`config.mk`:
```
export PLATFORM = sky130hd
export DESIGN_NAME = ebwd_external_bus_ctrl
export DESIGN_NICKNAME = d
export VERILOG_FILES = /design/src/ebwd_pkg.sv /design/src/ebwd_external_bus_ctrl.sv
export SDC_FILE = /design/constraint.sdc
export NUM_CORES = 1
export LEC_CHECK = 0
export BUFFER_PORTS_ARGS = -buffer_cell sky130_fd_sc_hd__buf_2
export CAP_MARGIN = 0
export CORE_MARGIN = 2
export CORE_UTILIZATION = 52
export DETAILED_ROUTE_END_ITERATION = 12
export GPL_TIMING_DRIVEN = 0
export PLACE_DENSITY = 0.8
export SYNTH_ARGS = -nofsm -noshare
export SYNTH_HDL_FRONTEND = slang
export SYNTH_SLANG_ARGS = --single-unit
```
`constraint.sdc`:
```
create_clock -name clk -period 3.55 [get_ports clk]
set_input_delay 0 -clock clk [delete_from_list [all_inputs] [get_ports clk]]
set_output_delay 0 -clock clk [all_outputs]
set_load 0.03 [all_outputs]
```
`src/ebwd_pkg.sv`:
```
package ebwd_pkg;
  // Memory map boundaries of the 24-bit linear space.
  localparam logic [23:0] EXT_LOW_HI = 24'h007FFF;
  localparam logic [23:0] SYS_LO = 24'h008000;
  localparam logic [23:0] SYS_HI = 24'h00FFFF;
  localparam logic [23:0] EXT1_HI = 24'h1FFFFF;
  localparam logic [23:0] RES_IO_HI = 24'h2007FF;
  localparam logic [23:0] IO_LO = 24'h200800;
  localparam logic [23:0] IO_HI = 24'h3FFFFF;
  localparam logic [23:0] EXT2_LO = 24'h400000;
  localparam logic [23:0] EXT2_HI = 24'hBEFFFF;
  localparam logic [23:0] FLASH_LO = 24'hC00000;
  localparam logic [23:0] FLASH_HI = 24'hC1FFFF;
  localparam logic [23:0] PSRAM_LO = 24'hE00000;
  localparam logic [23:0] PSRAM_HI = 24'hE007FF;
  localparam logic [23:0] FREG_LO = 24'hFFF000;
  // Read value returned for trap locations; the value is arbitrary.
  localparam logic [15:0] TRAP_CODE = 16'hA5A5;
  localparam int NUM_WIN = 4;
  localparam int NUM_REG = 5;

  typedef enum logic [2:0] {
    CLS_EXT_MEM = 3'b000,
    CLS_EXT_IO = 3'b001,
    CLS_SYSTEM = 3'b010,
    CLS_PROGRAM = 3'b011,
    CLS_FLASH_REG = 3'b100,
    CLS_TRAP = 3'b101
  } ebwd_class_t;

  typedef enum logic [1:0] {
    BM_DEMUX16 = 2'b00,
    BM_MUX16 = 2'b01,
    BM_MUX8 = 2'b10,
    BM_DEMUX8 = 2'b11
  } ebwd_mode_t;

  typedef enum logic [2:0] {
    S_IDLE = 3'b000,
    S_START = 3'b001,
    S_ADDR = 3'b010,
    S_DATA = 3'b011,
    S_END = 3'b100
  } ebwd_state_t;

  typedef struct packed {
    logic write;
    logic byteAcc;
    logic [23:0] addr;
    logic [15:0] wdata;
  } ebwd_req_t;

  // window_select_cfg: base is address bits 23..12, block is 4 Kbytes shl sizeCode.
  typedef struct packed {
    logic enable;
    logic [11:0] base;
    logic [3:0] sizeCode;
  } ebwd_window_t;

  // region_timing_cfg.
  typedef struct packed {
    logic [1:0] addrCycles;
    logic [3:0] waitStates;
  } ebwd_timing_t;

  // region_function_cfg.
  typedef struct packed {
    logic csEnable;
    logic expansionBus;
    ebwd_mode_t busMode;
  } ebwd_func_t;
endpackage

```
`src/ebwd_external_bus_ctrl.sv`:
```
module ebwd_external_bus_ctrl
  import ebwd_pkg::*;
(
  input logic clk,
  input logic reset,
  input logic ce,
  input logic reqValid,
  input ebwd_req_t req,
  output logic reqReady,
  output logic respValid,
  output logic [15:0] respData,
  output logic respTrap,
  output logic respInternal,
  input logic [15:0] intRdata,
  input logic intUndefined,
  input logic singleChip,
  input logic [2:0] segLineCount,
  input ebwd_window_t windowCfg [NUM_WIN],
  input ebwd_timing_t regionTiming [NUM_REG],
  input ebwd_func_t regionFunc [NUM_REG],
  input logic refClkIn,
  output logic busRefClkOut,
  output logic [15:0] addrPortOut,
  input logic [15:0] dataPortIn,
  output logic [15:0] dataPortOut,
  output logic dataPortOeLo,
  output logic dataPortOeHi,
  output logic [7:0] segLinesOut,
  output logic [3:0] chipSelN,
  output logic addrLatchEn,
  output logic readN,
  output logic writeN,
  output logic byteHighN,
  output logic inOrderAccess,
  output logic expBusSel,
  output ebwd_mode_t busModeOut,
  output logic [2:0] activeRegion
);

  ////////////////////////////////////////////////////////////////////////////
  // Synchronisers for the reference clock and the data pins.
  logic refSync1_q, refSync2_q, refPrev_q;
  logic [15:0] dataSync1_q, dataSync2_q;
  logic refRise;

  assign refRise = refSync2_q & ~refPrev_q;

  always_ff @(posedge clk) begin
    if (reset) begin
      refSync1_q <= 1'b0;
      refSync2_q <= 1'b0;
      refPrev_q <= 1'b0;
      dataSync1_q <= 16'h0000;
      dataSync2_q <= 16'h0000;
    end else if (ce) begin
      refSync1_q <= refClkIn;
      refSync2_q <= refSync1_q;
      refPrev_q <= refSync2_q;
      dataSync1_q <= dataPortIn;
      dataSync2_q <= dataSync1_q;
    end
  end

  ////////////////////////////////////////////////////////////////////////////
  // Address classification and window match.
  ebwd_class_t reqClass;
  logic [NUM_WIN-1:0] winHit;
  logic [2:0] reqRegion;

  always_comb begin
    logic [23:0] a;
    a = req.addr;
    // Segment 0 upper half holds data RAMs and both register spaces.
    if (a <= EXT_LOW_HI) reqClass = CLS_EXT_MEM;
    else if (a <= SYS_HI) reqClass = CLS_SYSTEM;
    else if (a <= EXT1_HI) reqClass = CLS_EXT_MEM;
    else if (a <= RES_IO_HI) reqClass = CLS_TRAP;
    else if (a <= IO_HI) reqClass = CLS_EXT_IO;
    else if (a <= EXT2_HI) reqClass = CLS_EXT_MEM;
    else if (a >= FLASH_LO && a <= FLASH_HI) reqClass = CLS_PROGRAM;
    else if (a >= PSRAM_LO && a <= PSRAM_HI) reqClass = CLS_PROGRAM;
    else if (a >= FREG_LO) reqClass = CLS_FLASH_REG;
    else reqClass = CLS_TRAP;
  end

  genvar gi;
  generate
    for (gi = 0; gi < NUM_WIN; gi++) begin : g_win
      logic [11:0] lowMask;
      assign lowMask = 12'((12'h001 << windowCfg[gi].sizeCode) - 12'h001);
      assign winHit[gi] = windowCfg[gi].enable &&
        (((req.addr[23:12] ^ windowCfg[gi].base) & ~lowMask) == 12'h000);
    end
  endgenerate

  // Later windows override earlier ones, so 4 wins over all.
  always_comb begin
    reqRegion = 3'd0;
    for (int i = 0; i < NUM_WIN; i++) begin
      if (winHit[i]) reqRegion = 3'(i + 1);
    end
  end

  ////////////////////////////////////////////////////////////////////////////
  // Bus cycle sequencer, stepped on reference clock rising edges.
  ebwd_state_t state_q, state_d;
  ebwd_req_t acc_q, acc_d;
  ebwd_mode_t mode_q, mode_d;
  ebwd_timing_t tim_q, tim_d;
  logic [3:0] cnt_q, cnt_d;
  logic phase_q, phase_d;
  logic [7:0] lowBuf_q, lowBuf_d;
  logic reqReady_q, reqReady_d, respValid_q, respValid_d;
  logic [15:0] respData_q, respData_d;
  logic respTrap_q, respTrap_d, respInt_q, respInt_d;
  logic bus_reference_clock_out_q, bus_reference_clock_out_d;
  logic [15:0] addrOut_q, addrOut_d, dataOut_q, dataOut_d;
  logic oeLo_q, oeLo_d, oeHi_q, oeHi_d;
  logic [7:0] seg_q, seg_d;
  logic [3:0] csN_q, csN_d;
  logic ale_q, ale_d, rdN_q, rdN_d, wrN_q, wrN_d, bheN_q, bheN_d;
  logic inOrder_q, inOrder_d, exp_q, exp_d;
  logic [2:0] region_q, region_d;

  always_comb begin
    logic is8, isMux, last;
    logic [23:0] pa;
    logic [7:0] segMask, rb;
    state_d = state_q;
    acc_d = acc_q;
    mode_d = mode_q;
    tim_d = tim_q;
    cnt_d = cnt_q;
    phase_d = phase_q;
    lowBuf_d = lowBuf_q;
    reqReady_d = reqReady_q;
    respValid_d = 1'b0;
    respData_d = respData_q;
    respTrap_d = respTrap_q;
    respInt_d = respInt_q;
    bus_reference_clock_out_d = refSync2_q;
    addrOut_d = addrOut_q;
    dataOut_d = dataOut_q;
    oeLo_d = oeLo_q;
    oeHi_d = oeHi_q;
    seg_d = seg_q;
    csN_d = csN_q;
    ale_d = ale_q;
    rdN_d = rdN_q;
    wrN_d = wrN_q;
    bheN_d = bheN_q;
    inOrder_d = inOrder_q;
    exp_d = exp_q;
    region_d = region_q;
    is8 = (mode_q == BM_MUX8) || (mode_q == BM_DEMUX8);
    isMux = (mode_q == BM_MUX8) || (mode_q == BM_MUX16);
    // Words on an 8-bit bus go as two bytes, low address first.
    last = !is8 || acc_q.byteAcc || phase_q;
    pa = acc_q.addr;
    if (is8 && !acc_q.byteAcc) pa = {acc_q.addr[23:1], phase_q};
    if (!is8 && !acc_q.byteAcc) pa = {acc_q.addr[23:1], 1'b0};
    segMask = 8'((9'h001 << segLineCount) - 9'h001);
    rb = (!is8 && acc_q.addr[0]) ? dataSync2_q[15:8] : dataSync2_q[7:0];
    case (state_q)
      S_IDLE: begin
        reqReady_d = 1'b1;
        if (reqValid && reqReady_q) begin
          reqReady_d = 1'b0;
          acc_d = req;
          if ((reqClass == CLS_EXT_MEM || reqClass == CLS_EXT_IO) && !singleChip) begin
            mode_d = regionFunc[reqRegion].busMode;
            tim_d = regionTiming[reqRegion];
            exp_d = regionFunc[reqRegion].expansionBus;
            region_d = reqRegion;
            inOrder_d = (reqClass == CLS_EXT_IO);
            phase_d = 1'b0;
            state_d = S_START;
          end else begin
            // Internal answers come the next cycle; trap areas read the trap code.
            respValid_d = 1'b1;
            respInt_d = 1'b1;
            respTrap_d = (reqClass == CLS_TRAP) || (reqClass == CLS_EXT_MEM) ||
              (reqClass == CLS_EXT_IO) || intUndefined;
            if (req.write) respData_d = 16'h0000;
            else if (respTrap_d) respData_d = TRAP_CODE;
            else respData_d = intRdata;
          end
        end
      end
      S_START: begin
        if (refRise) begin
          seg_d = acc_q.addr[23:16] & segMask;
          csN_d = 4'hF;
          // Window 4 has no pin of its own; expansion bus cycles drive none.
          if (regionFunc[region_q].csEnable && !exp_q && region_q != 3'd4) begin
            csN_d[region_q[1:0]] = 1'b0;
          end
          state_d = S_ADDR;
          cnt_d = {2'b00, tim_q.addrCycles};
        end
      end
      S_ADDR: begin
        addrOut_d = pa[15:0];
        bheN_d = is8 || (acc_q.byteAcc && !acc_q.addr[0]);
        if (isMux) begin
          dataOut_d = pa[15:0];
          oeLo_d = 1'b1;
          oeHi_d = 1'b1;
          ale_d = 1'b1;
        end
        if (refRise) begin
          if (cnt_q != 4'h0) begin
            cnt_d = cnt_q - 4'h1;
          end else begin
            ale_d = 1'b0;
            cnt_d = tim_q.waitStates;
            state_d = S_DATA;
            rdN_d = acc_q.write;
            wrN_d = !acc_q.write;
            oeLo_d = acc_q.write;
            oeHi_d = acc_q.write && !is8;
            if (is8) dataOut_d = {8'h00, phase_q ? acc_q.wdata[15:8] : acc_q.wdata[7:0]};
            else if (acc_q.byteAcc) dataOut_d = {acc_q.wdata[7:0], acc_q.wdata[7:0]};
            else dataOut_d = acc_q.wdata;
          end
        end
      end
      S_DATA: begin
        if (refRise) begin
          if (cnt_q != 4'h0) begin
            cnt_d = cnt_q - 4'h1;
          end else begin
            rdN_d = 1'b1;
            wrN_d = 1'b1;
            oeLo_d = 1'b0;
            oeHi_d = 1'b0;
            if (acc_q.byteAcc) respData_d = {8'h00, rb};
            else if (is8) respData_d = {dataSync2_q[7:0], lowBuf_q};
            else respData_d = dataSync2_q;
            if (acc_q.write) respData_d = 16'h0000;
            if (last) begin
              state_d = S_END;
            end else begin
              lowBuf_d = dataSync2_q[7:0];
              phase_d = 1'b1;
              cnt_d = {2'b00, tim_q.addrCycles};
              state_d = S_ADDR;
            end
          end
        end
      end
      S_END: begin
        csN_d = 4'hF;
        bheN_d = 1'b1;
        exp_d = 1'b0;
        inOrder_d = 1'b0;
        respValid_d = 1'b1;
        respTrap_d = 1'b0;
        respInt_d = 1'b0;
        state_d = S_IDLE;
      end
      default: begin
        state_d = S_IDLE;
      end
    endcase
  end

  always_ff @(posedge clk) begin
    if (reset) begin
      state_q <= S_IDLE;
      acc_q <= '0;
      mode_q <= BM_DEMUX16;
      tim_q <= '0;
      cnt_q <= 4'h0;
      phase_q <= 1'b0;
      lowBuf_q <= 8'h00;
      reqReady_q <= 1'b0;
      respValid_q <= 1'b0;
      respData_q <= 16'h0000;
      respTrap_q <= 1'b0;
      respInt_q <= 1'b0;
      bus_reference_clock_out_q <= 1'b0;
      addrOut_q <= 16'h0000;
      dataOut_q <= 16'h0000;
      oeLo_q <= 1'b0;
      oeHi_q <= 1'b0;
      seg_q <= 8'h00;
      csN_q <= 4'hF;
      ale_q <= 1'b0;
      rdN_q <= 1'b1;
      wrN_q <= 1'b1;
      bheN_q <= 1'b1;
      inOrder_q <= 1'b0;
      exp_q <= 1'b0;
      region_q <= 3'd0;
    end else if (ce) begin
      state_q <= state_d;
      acc_q <= acc_d;
      mode_q <= mode_d;
      tim_q <= tim_d;
      cnt_q <= cnt_d;
      phase_q <= phase_d;
      lowBuf_q <= lowBuf_d;
      reqReady_q <= reqReady_d;
      respValid_q <= respValid_d;
      respData_q <= respData_d;
      respTrap_q <= respTrap_d;
      respInt_q <= respInt_d;
      bus_reference_clock_out_q <= bus_reference_clock_out_d;
      addrOut_q <= addrOut_d;
      dataOut_q <= dataOut_d;
      oeLo_q <= oeLo_d;
      oeHi_q <= oeHi_d;
      seg_q <= seg_d;
      csN_q <= csN_d;
      ale_q <= ale_d;
      rdN_q <= rdN_d;
      wrN_q <= wrN_d;
      bheN_q <= bheN_d;
      inOrder_q <= inOrder_d;
      exp_q <= exp_d;
      region_q <= region_d;
    end
  end

  ////////////////////////////////////////////////////////////////////////////
  // Outputs, each straight from its register.
  assign reqReady = reqReady_q;
  assign respValid = respValid_q;
  assign respData = respData_q;
  assign respTrap = respTrap_q;
  assign respInternal = respInt_q;
  assign busRefClkOut = bus_reference_clock_out_q;
  assign addrPortOut = addrOut_q;
  assign dataPortOut = dataOut_q;
  assign dataPortOeLo = oeLo_q;
  assign dataPortOeHi = oeHi_q;
  assign segLinesOut = seg_q;
  assign chipSelN = csN_q;
  assign addrLatchEn = ale_q;
  assign readN = rdN_q;
  assign writeN = wrN_q;
  assign byteHighN = bheN_q;
  assign inOrderAccess = inOrder_q;
  assign expBusSel = exp_q;
  assign busModeOut = mode_q;
  assign activeRegion = region_q;

endmodule // ebwd_external_bus_ctrl

```
# Word-level counts from Yosys, hierarchy flattened

Index checks and enable logic that the tools add are counted.

Register bits after elaboration: 176
Input port bits: 202
Output and inout bits: 78
Word-level logic and storage cells: 266

Add/sub/neg operators: 6
Magnitude comparators: 15
Equality and inequality tests: 20
Shifts and indexed selects: 5
Muxes and demuxes: 106
Bitwise gates (word level): 20
Reductions and logical operators: 60

Operators with widths:

| operator                                                                 | number |
|---|---|
| 16-bit 2-to-1 mux                                                        | 14 |
| 24-bit greater-or-equal comparator (second input constant)               | 3 |
| 24-bit <= comparator (second input constant)                             | 3 |
| 3-bit 2-to-1 mux                                                         | 21 |
| 12-bit AND                                                               | 4 |
| 24-bit by 22-bit <= comparator with 1-bit output (second input constant) | 2 |
| 12-bit zero test                                                         | 4 |
| 12-bit inverter                                                          | 4 |
| 1-bit by 4-bit << shifter with 12-bit output (first input constant)      | 4 |
| 12-bit by 1-bit subtractor with 12-bit output (second input constant)    | 4 |
| 12-bit XOR                                                               | 4 |
| 4-bit 2-to-1 mux                                                         | 10 |
| 1-bit 2-to-1 mux                                                         | 38 |
| 16-bit case mux with 2 select lines                                      | 1 |
| 4-bit binary-select mux with 3-bit select                                | 2 |
| 24-bit by 15-bit <= comparator with 1-bit output (second input constant) | 1 |
| 24-bit by 16-bit <= comparator with 1-bit output (second input constant) | 1 |
| 24-bit by 21-bit <= comparator with 1-bit output (second input constant) | 1 |
| 1-bit case mux with 2 select lines                                       | 11 |
| 6-bit binary-select mux with 3-bit select                                | 1 |
| 2-bit inequality test (second input constant)                            | 9 |
| 6-bit AND reduction                                                      | 3 |
| 1-bit logical AND                                                        | 16 |
| 8-bit 2-to-1 mux                                                         | 2 |
| 34 further kinds                                                         | 69 |

# Depth between registers and ports, before layout

Word-level depth: 19
Mapped depth: 14
Mapped depth without buffers: 11

# Worst setup path before layout

OpenSTA, ideal clock, no wires.

Kind: input to register
From: input windowCfg[54] (netlist name)
To: register exp_q, in the netlist expBusSel
Setup time: 133 ps
Data arrival time: 2629 ps
Required time: 3417 ps
Path slack: 789 ps
Stages: 13
Path buffers: 2
Path through: clkbuf_1 > nor3_1 > nand2_1 > ha_1 > clkbuf_1 > nor2_1 > mux2i_1 > o311ai_1 > o2111ai_1 > nor4_4 > mux2_2 > o211ai_1 > a31oi_1

Longest elaborated chain between the ends: 17

RTL lines:

| what                                                   | line                          | RTL |
|---|---|---|
| start: declaration                                     | ebwd_external_bus_ctrl.sv:18  | `input ebwd_window_t windowCfg [NUM_WIN],` |
| 1-bit by 4-bit << shifter with 12-bit output           | ebwd_external_bus_ctrl.sv:90  | `assign lowMask = 12'((12'h001 << windowCfg[gi].sizeCode) - 12'h001);` |
| 12-bit by 1-bit subtractor with 12-bit output          | ebwd_external_bus_ctrl.sv:90  |  |
| 12-bit inverter                                        | ebwd_external_bus_ctrl.sv:92  | `(((req.addr[23:12] ^ windowCfg[gi].base) & ~lowMask) == 12'h000);` |
| 12-bit AND                                             | ebwd_external_bus_ctrl.sv:92  |  |
| 12-bit zero test                                       | ebwd_external_bus_ctrl.sv:92  |  |
| 1-bit logical AND                                      | ebwd_external_bus_ctrl.sv:91  | `assign winHit[gi] = windowCfg[gi].enable &&` |
| 1-bit 2-to-1 mux                                       | ebwd_external_bus_ctrl.sv:100 | `if (winHit[i]) reqRegion = 3'(i + 1);` |
| 3-bit 2-to-1 mux (3 in series)                         | ebwd_external_bus_ctrl.sv:100 |  |
| 3-bit inverter with 4-bit output (not written as such) | ebwd_external_bus_ctrl.sv:173 | `exp_d = regionFunc[reqRegion].expansionBus;` |
| 4-bit binary-select mux with 3-bit select              | ebwd_external_bus_ctrl.sv:173 |  |
| 3-bit 2-to-1 mux (not written as such) (2 in series)   | ebwd_external_bus_ctrl.sv:173 |  |
| 1-bit 2-to-1 mux                                       | ebwd_external_bus_ctrl.sv:170 | `if ((reqClass == CLS_EXT_MEM \|\| reqClass == CLS_EXT_IO) && !singleChip) begin` |
| 1-bit 2-to-1 mux                                       | ebwd_external_bus_ctrl.sv:167 | `if (reqValid && reqReady_q) begin` |
| 1-bit case mux with 2 select lines                     | ebwd_external_bus_ctrl.sv:164 | `case (state_q)` |
| end signal: assignment                                 | ebwd_external_bus_ctrl.sv:321 | `exp_q <= exp_d;` |
| end: declaration                                       | ebwd_external_bus_ctrl.sv:122 | `logic inOrder_q, inOrder_d, exp_q, exp_d;` |

No other way between the ends. The select of a mux whose other input is x is not followed.
A chain may end at the register's enable or synchronous reset.

# Worst setup path after layout

From: input windowCfg[20] (netlist name)
To: register tim_q[1] (netlist name)

Longest elaborated chain between the ends: 12

RTL lines:

| what                                                   | line                          | RTL |
|---|---|---|
| 1-bit by 4-bit << shifter with 12-bit output           | ebwd_external_bus_ctrl.sv:90  |  |
| 12-bit by 1-bit subtractor with 12-bit output          | ebwd_external_bus_ctrl.sv:90  |  |
| 12-bit inverter                                        | ebwd_external_bus_ctrl.sv:92  |  |
| 12-bit AND                                             | ebwd_external_bus_ctrl.sv:92  |  |
| 12-bit zero test                                       | ebwd_external_bus_ctrl.sv:92  |  |
| 1-bit logical AND                                      | ebwd_external_bus_ctrl.sv:91  |  |
| 3-bit 2-to-1 mux (2 in series)                         | ebwd_external_bus_ctrl.sv:100 |  |
| 3-bit inverter with 4-bit output (not written as such) | ebwd_external_bus_ctrl.sv:172 | `tim_d = regionTiming[reqRegion];` |
| 6-bit binary-select mux with 3-bit select              | ebwd_external_bus_ctrl.sv:172 |  |
| 6-bit 2-to-1 mux (not written as such) (2 in series)   | ebwd_external_bus_ctrl.sv:172 |  |
| end signal: assignment                                 | ebwd_external_bus_ctrl.sv:300 | `tim_q <= tim_d;` |
| end: declaration                                       | ebwd_external_bus_ctrl.sv:109 | `ebwd_timing_t tim_q, tim_d;` |

No other way between the ends. The select of a mux whose other input is x is not followed.

==> impl_metrics.py <==
metrics = {
    "timing": {
        "setup_slack_ns": 0.277,
        "final_max_slew_viol_count": 0,
        "clock_skew_ns": 0.0129,
        "tightestPinTransition_ns": 1.11,
        "finalHoldViolations": 0,
        "finalCriticalPeriod_ns": 3.27,
        "rsz0062_at_grt": "false",
        "clock.fmax_mhz": 305,
        "final.setup.tns_ns": 0,
        "setup_viol": 0,
        "relSlewSlack": 0.252,
        "fin_crit_sh": 0.922,
    },
    "floorplanning": {
        "coreArea_sq_um": 17800,
        "boundaryPins": 280,
        "die_x_microns": 138,
        "die-area_sq_um": 19200,
        "rows": 49,
        "start_util": 0.526,
        "die_h_microns": 138,
    },
    "setup_path": {
        "end_kind": "flop",
        "crit_top_cell": "clkbuf_1",
        "r2r_start": "state_q[2]$_SDFFE_PP0P_",
        "arrival_ns": 3.60,
        "critPathLaunchType": "input port",
        "worstSetupPathType": "input port to flop",
        "required_ns": 3.88,
        "worstPathCellList": "buf_2, clkbuf_1, nor3_1, nand2_1, ha_1, clkbuf_1, nor2_2, a22o_1, a221o_1, o211ai_1, or4_1, clkbuf_2, o21a_1, a22oi_1, dlygate4sd3_1, o21ai_1",
        "cp_slowest_stage_delay_ns": 0.64,
        "critPathMaxFanout": 10,
        "startpoint": "windowCfg[20]",
        "cp_slowest_cell": "or4_1",
    },
    "layout": {
        "drive_gt1_frac": 0.233,
        "area_growth_pct": 33.9,
        "final_util": 0.705,
        "final_cell_mix": "buf_2, nand2_1, dfxtp_1",
        "n_fill_cell": 1420,
        "multi_input_comb_area_sq_um": 5470,
        "fin_nets": 1770,
        "mostFrequentLayoutCell": "buf_2",
        "regArea_sq_um": 3500,
    },
    "power": {
        "irDropWorstVdd_uv": 459,
        "leakagePower_nw": 5.25,
        "cellPowerDensity_nw_per_um2": 370,
    },
    "grt": {
        "grt_usage": 0.336,
        "grt_remaining_overflow": 0,
        "grt_max_degree": 18,
        "grt_antenna_before_repair": 2,
        "grt_pass1_vias": 10139,
        "grt_pass1_wl_microns": 52200,
    },
    "route": {
        "first_pass_iters": 5,
        "wl_per_cell_microns": 18.3,
        "drt-initial-drc-count": 831,
        "vias": 10469,
        "drc_errors": 0,
        "viasPerCell": 5.81,
        "drtAntennaViolNets": 0,
        "drt-total-wl_microns": 33100,
    },
    "min_path": {
        "min-delay-start": "regionFunc[10]",
        "hp-class": "input port to flop",
    },
    "clocking": {
        "cts-root-buf": "clkbuf_16",
        "cts.htree.levels": 4,
        "cts_buffer_depth": 2,
        "cts_tree": "done",
        "numCtsBuffers": 17,
        "clock_sinks": 175,
        "clock_latency_ns": 0.45,
        "cts.clk_slew.worst_paths_ns": 0.07,
    },
    "synthesis": {
        "yosysWarningCount": 0,
        "ys_seq_elements": 175,
        "synth_fp_nets": 1393,
        "ys_seq_area_frac": 0.373,
        "synthArstFlopShare": 0,
        "syn_area_sq_um": 9390,
        "ys.flop_type": "dfxtp_1",
        "synth_edf_count": 0,
        "syn_inst": 1182,
        "ys_types": 74,
        "avgSynthCellArea_sq_um": 7.95,
    },
    "outcome": {
        "status": "finished, final reports clean",
    },
    "place": {
        "io_buffers": 259,
        "dp_hpwl_microns": 23100,
        "pre_cts_ws_ns": 0.109,
        "place.gp.congestion": 0.925,
    },
    "flow_run": {
        "max_cap_viol_count": 0,
    },
}
[registers in the layout, summed over array words and instances, names as in the netlist, 2 cells and up]
name / flops
activeRegion: 3
dataSync1_q: 16
dataPortOut: 16
chipSelN: 4
busModeOut: 2
cnt_q: 4
state_q: 3
respData: 16
tim_q: 6
dataSync2_q: 16
segLinesOut: 8
lowBuf_q: 8
addrPortOut: 16
acc_q: 41
[stage by stage]
stage,hold WS (ns),power (mW),std cells,instance area [sq um]
global placement,0.235,2.69,1670,11000
floorplan,0.136,2.46,1182,9390
finish,0.00938,4.65,1803,12600
CTS,0.00582,4.62,1800,12500
detailed placement,0.244,2.70,1670,11000
global route,0.0436,4.79,1803,12600
[cell usage after synthesis (6+ instances only)]
cell type    n  area share
nand2_1    193       0.077
dfxtp_1    175        0.37
nor2_1     144       0.058
a21oi_1    124       0.066
clkbuf_1    69       0.028
mux2i_1     46       0.049
xor2_1      36       0.034
o21ai_0     34       0.018
nor3_1      29       0.015
mux2_2      26       0.031
xnor2_1     19       0.018
nand3_1     16      0.0085
inv_1       15      0.0060
a22oi_1     14       0.011
nand2b_1    13      0.0087
nor4_1      13      0.0087
a31oi_1     12      0.0080
buf_2       10      0.0053
nand3b_1    10      0.0080
o22ai_1     10      0.0067
ha_1         9       0.012
o21a_1       9      0.0072
a211oi_2     7      0.0093
a311oi_2     7       0.011
nand4_1      7      0.0047
nor2b_1      7      0.0047
o21ai_1      7      0.0037
o221a_2      7      0.0084
a211oi_1     6      0.0048
a21o_1       6      0.0048
buf_1        6      0.0024
[power breakdown]
part,switching [mW],total (mW),internal [mW]
Combinational,0.395,0.732,0.337
Clock,0.866,1.88,1.01
Sequential,0.0340,2.04,2.01
Total,1.30,4.65,3.36
[worst paths after layout]
check                                 end  slack [ns]  depth (start not counted)
max                 tim_q[1]$_SDFFE_PP0P_        0.28                         16
min                expBusSel$_SDFFE_PP0P_       0.009                          4
max reg2reg  dataPortOut[13]$_SDFFE_PP0P_        0.57                          9
min reg2reg         tim_q[0]$_SDFFE_PP0P_        0.45                          2
[logic make-up after synthesis]
group	after synthesis	share of synthesized area
compound gates	297	0.209
xor+xnor	55	0.0513
fa+ha+maj	9	0.0120
buf+inv	105	0.0457
flops	175	0.373
mux	73	0.0826
simple gates	468	0.227
[worst max-delay path, delay by kind of cell]
family,cells,cell delay (ns)
AO/OA/AOI/OAI,6,0.79
adder cells (fa/ha/maj),1,0.19
buffers and inverters,5,1.40
AND/OR/NAND/NOR,4,1.21
[final cells by class]
cell class / instances / share of cell area
Multi-Input combinational cell: 902 / 0.435
Sequential cell: 175 / 0.279
Timing Repair Buffer: 358 / 0.183
Clock buffer: 18 / 0.0349
Buffer: 89 / 0.0295
Tap cell: 229 / 0.0228
Clock inverter: 14 / 0.0115
Inverter: 16 / 0.00478
Antenna cell: 2 / 0.000398
[metal layers]
metal	GRT usage	share of wire	wire length (microns)
met1	0.414	0.41	13500
met2	0.561	0.48	15800
met3	0.0752	0.071	2360
met4	0.157	0.045	1490
met5	0	0	0
[timing repair]
action,in CTS,in global routing
resized for setup,0,6
endpoints found under the hold margin,76,0
setup endpoints to repair,0,8
buffers inserted,0,1
hold buffers,98,0
Power figures use the tool's default switching activity.
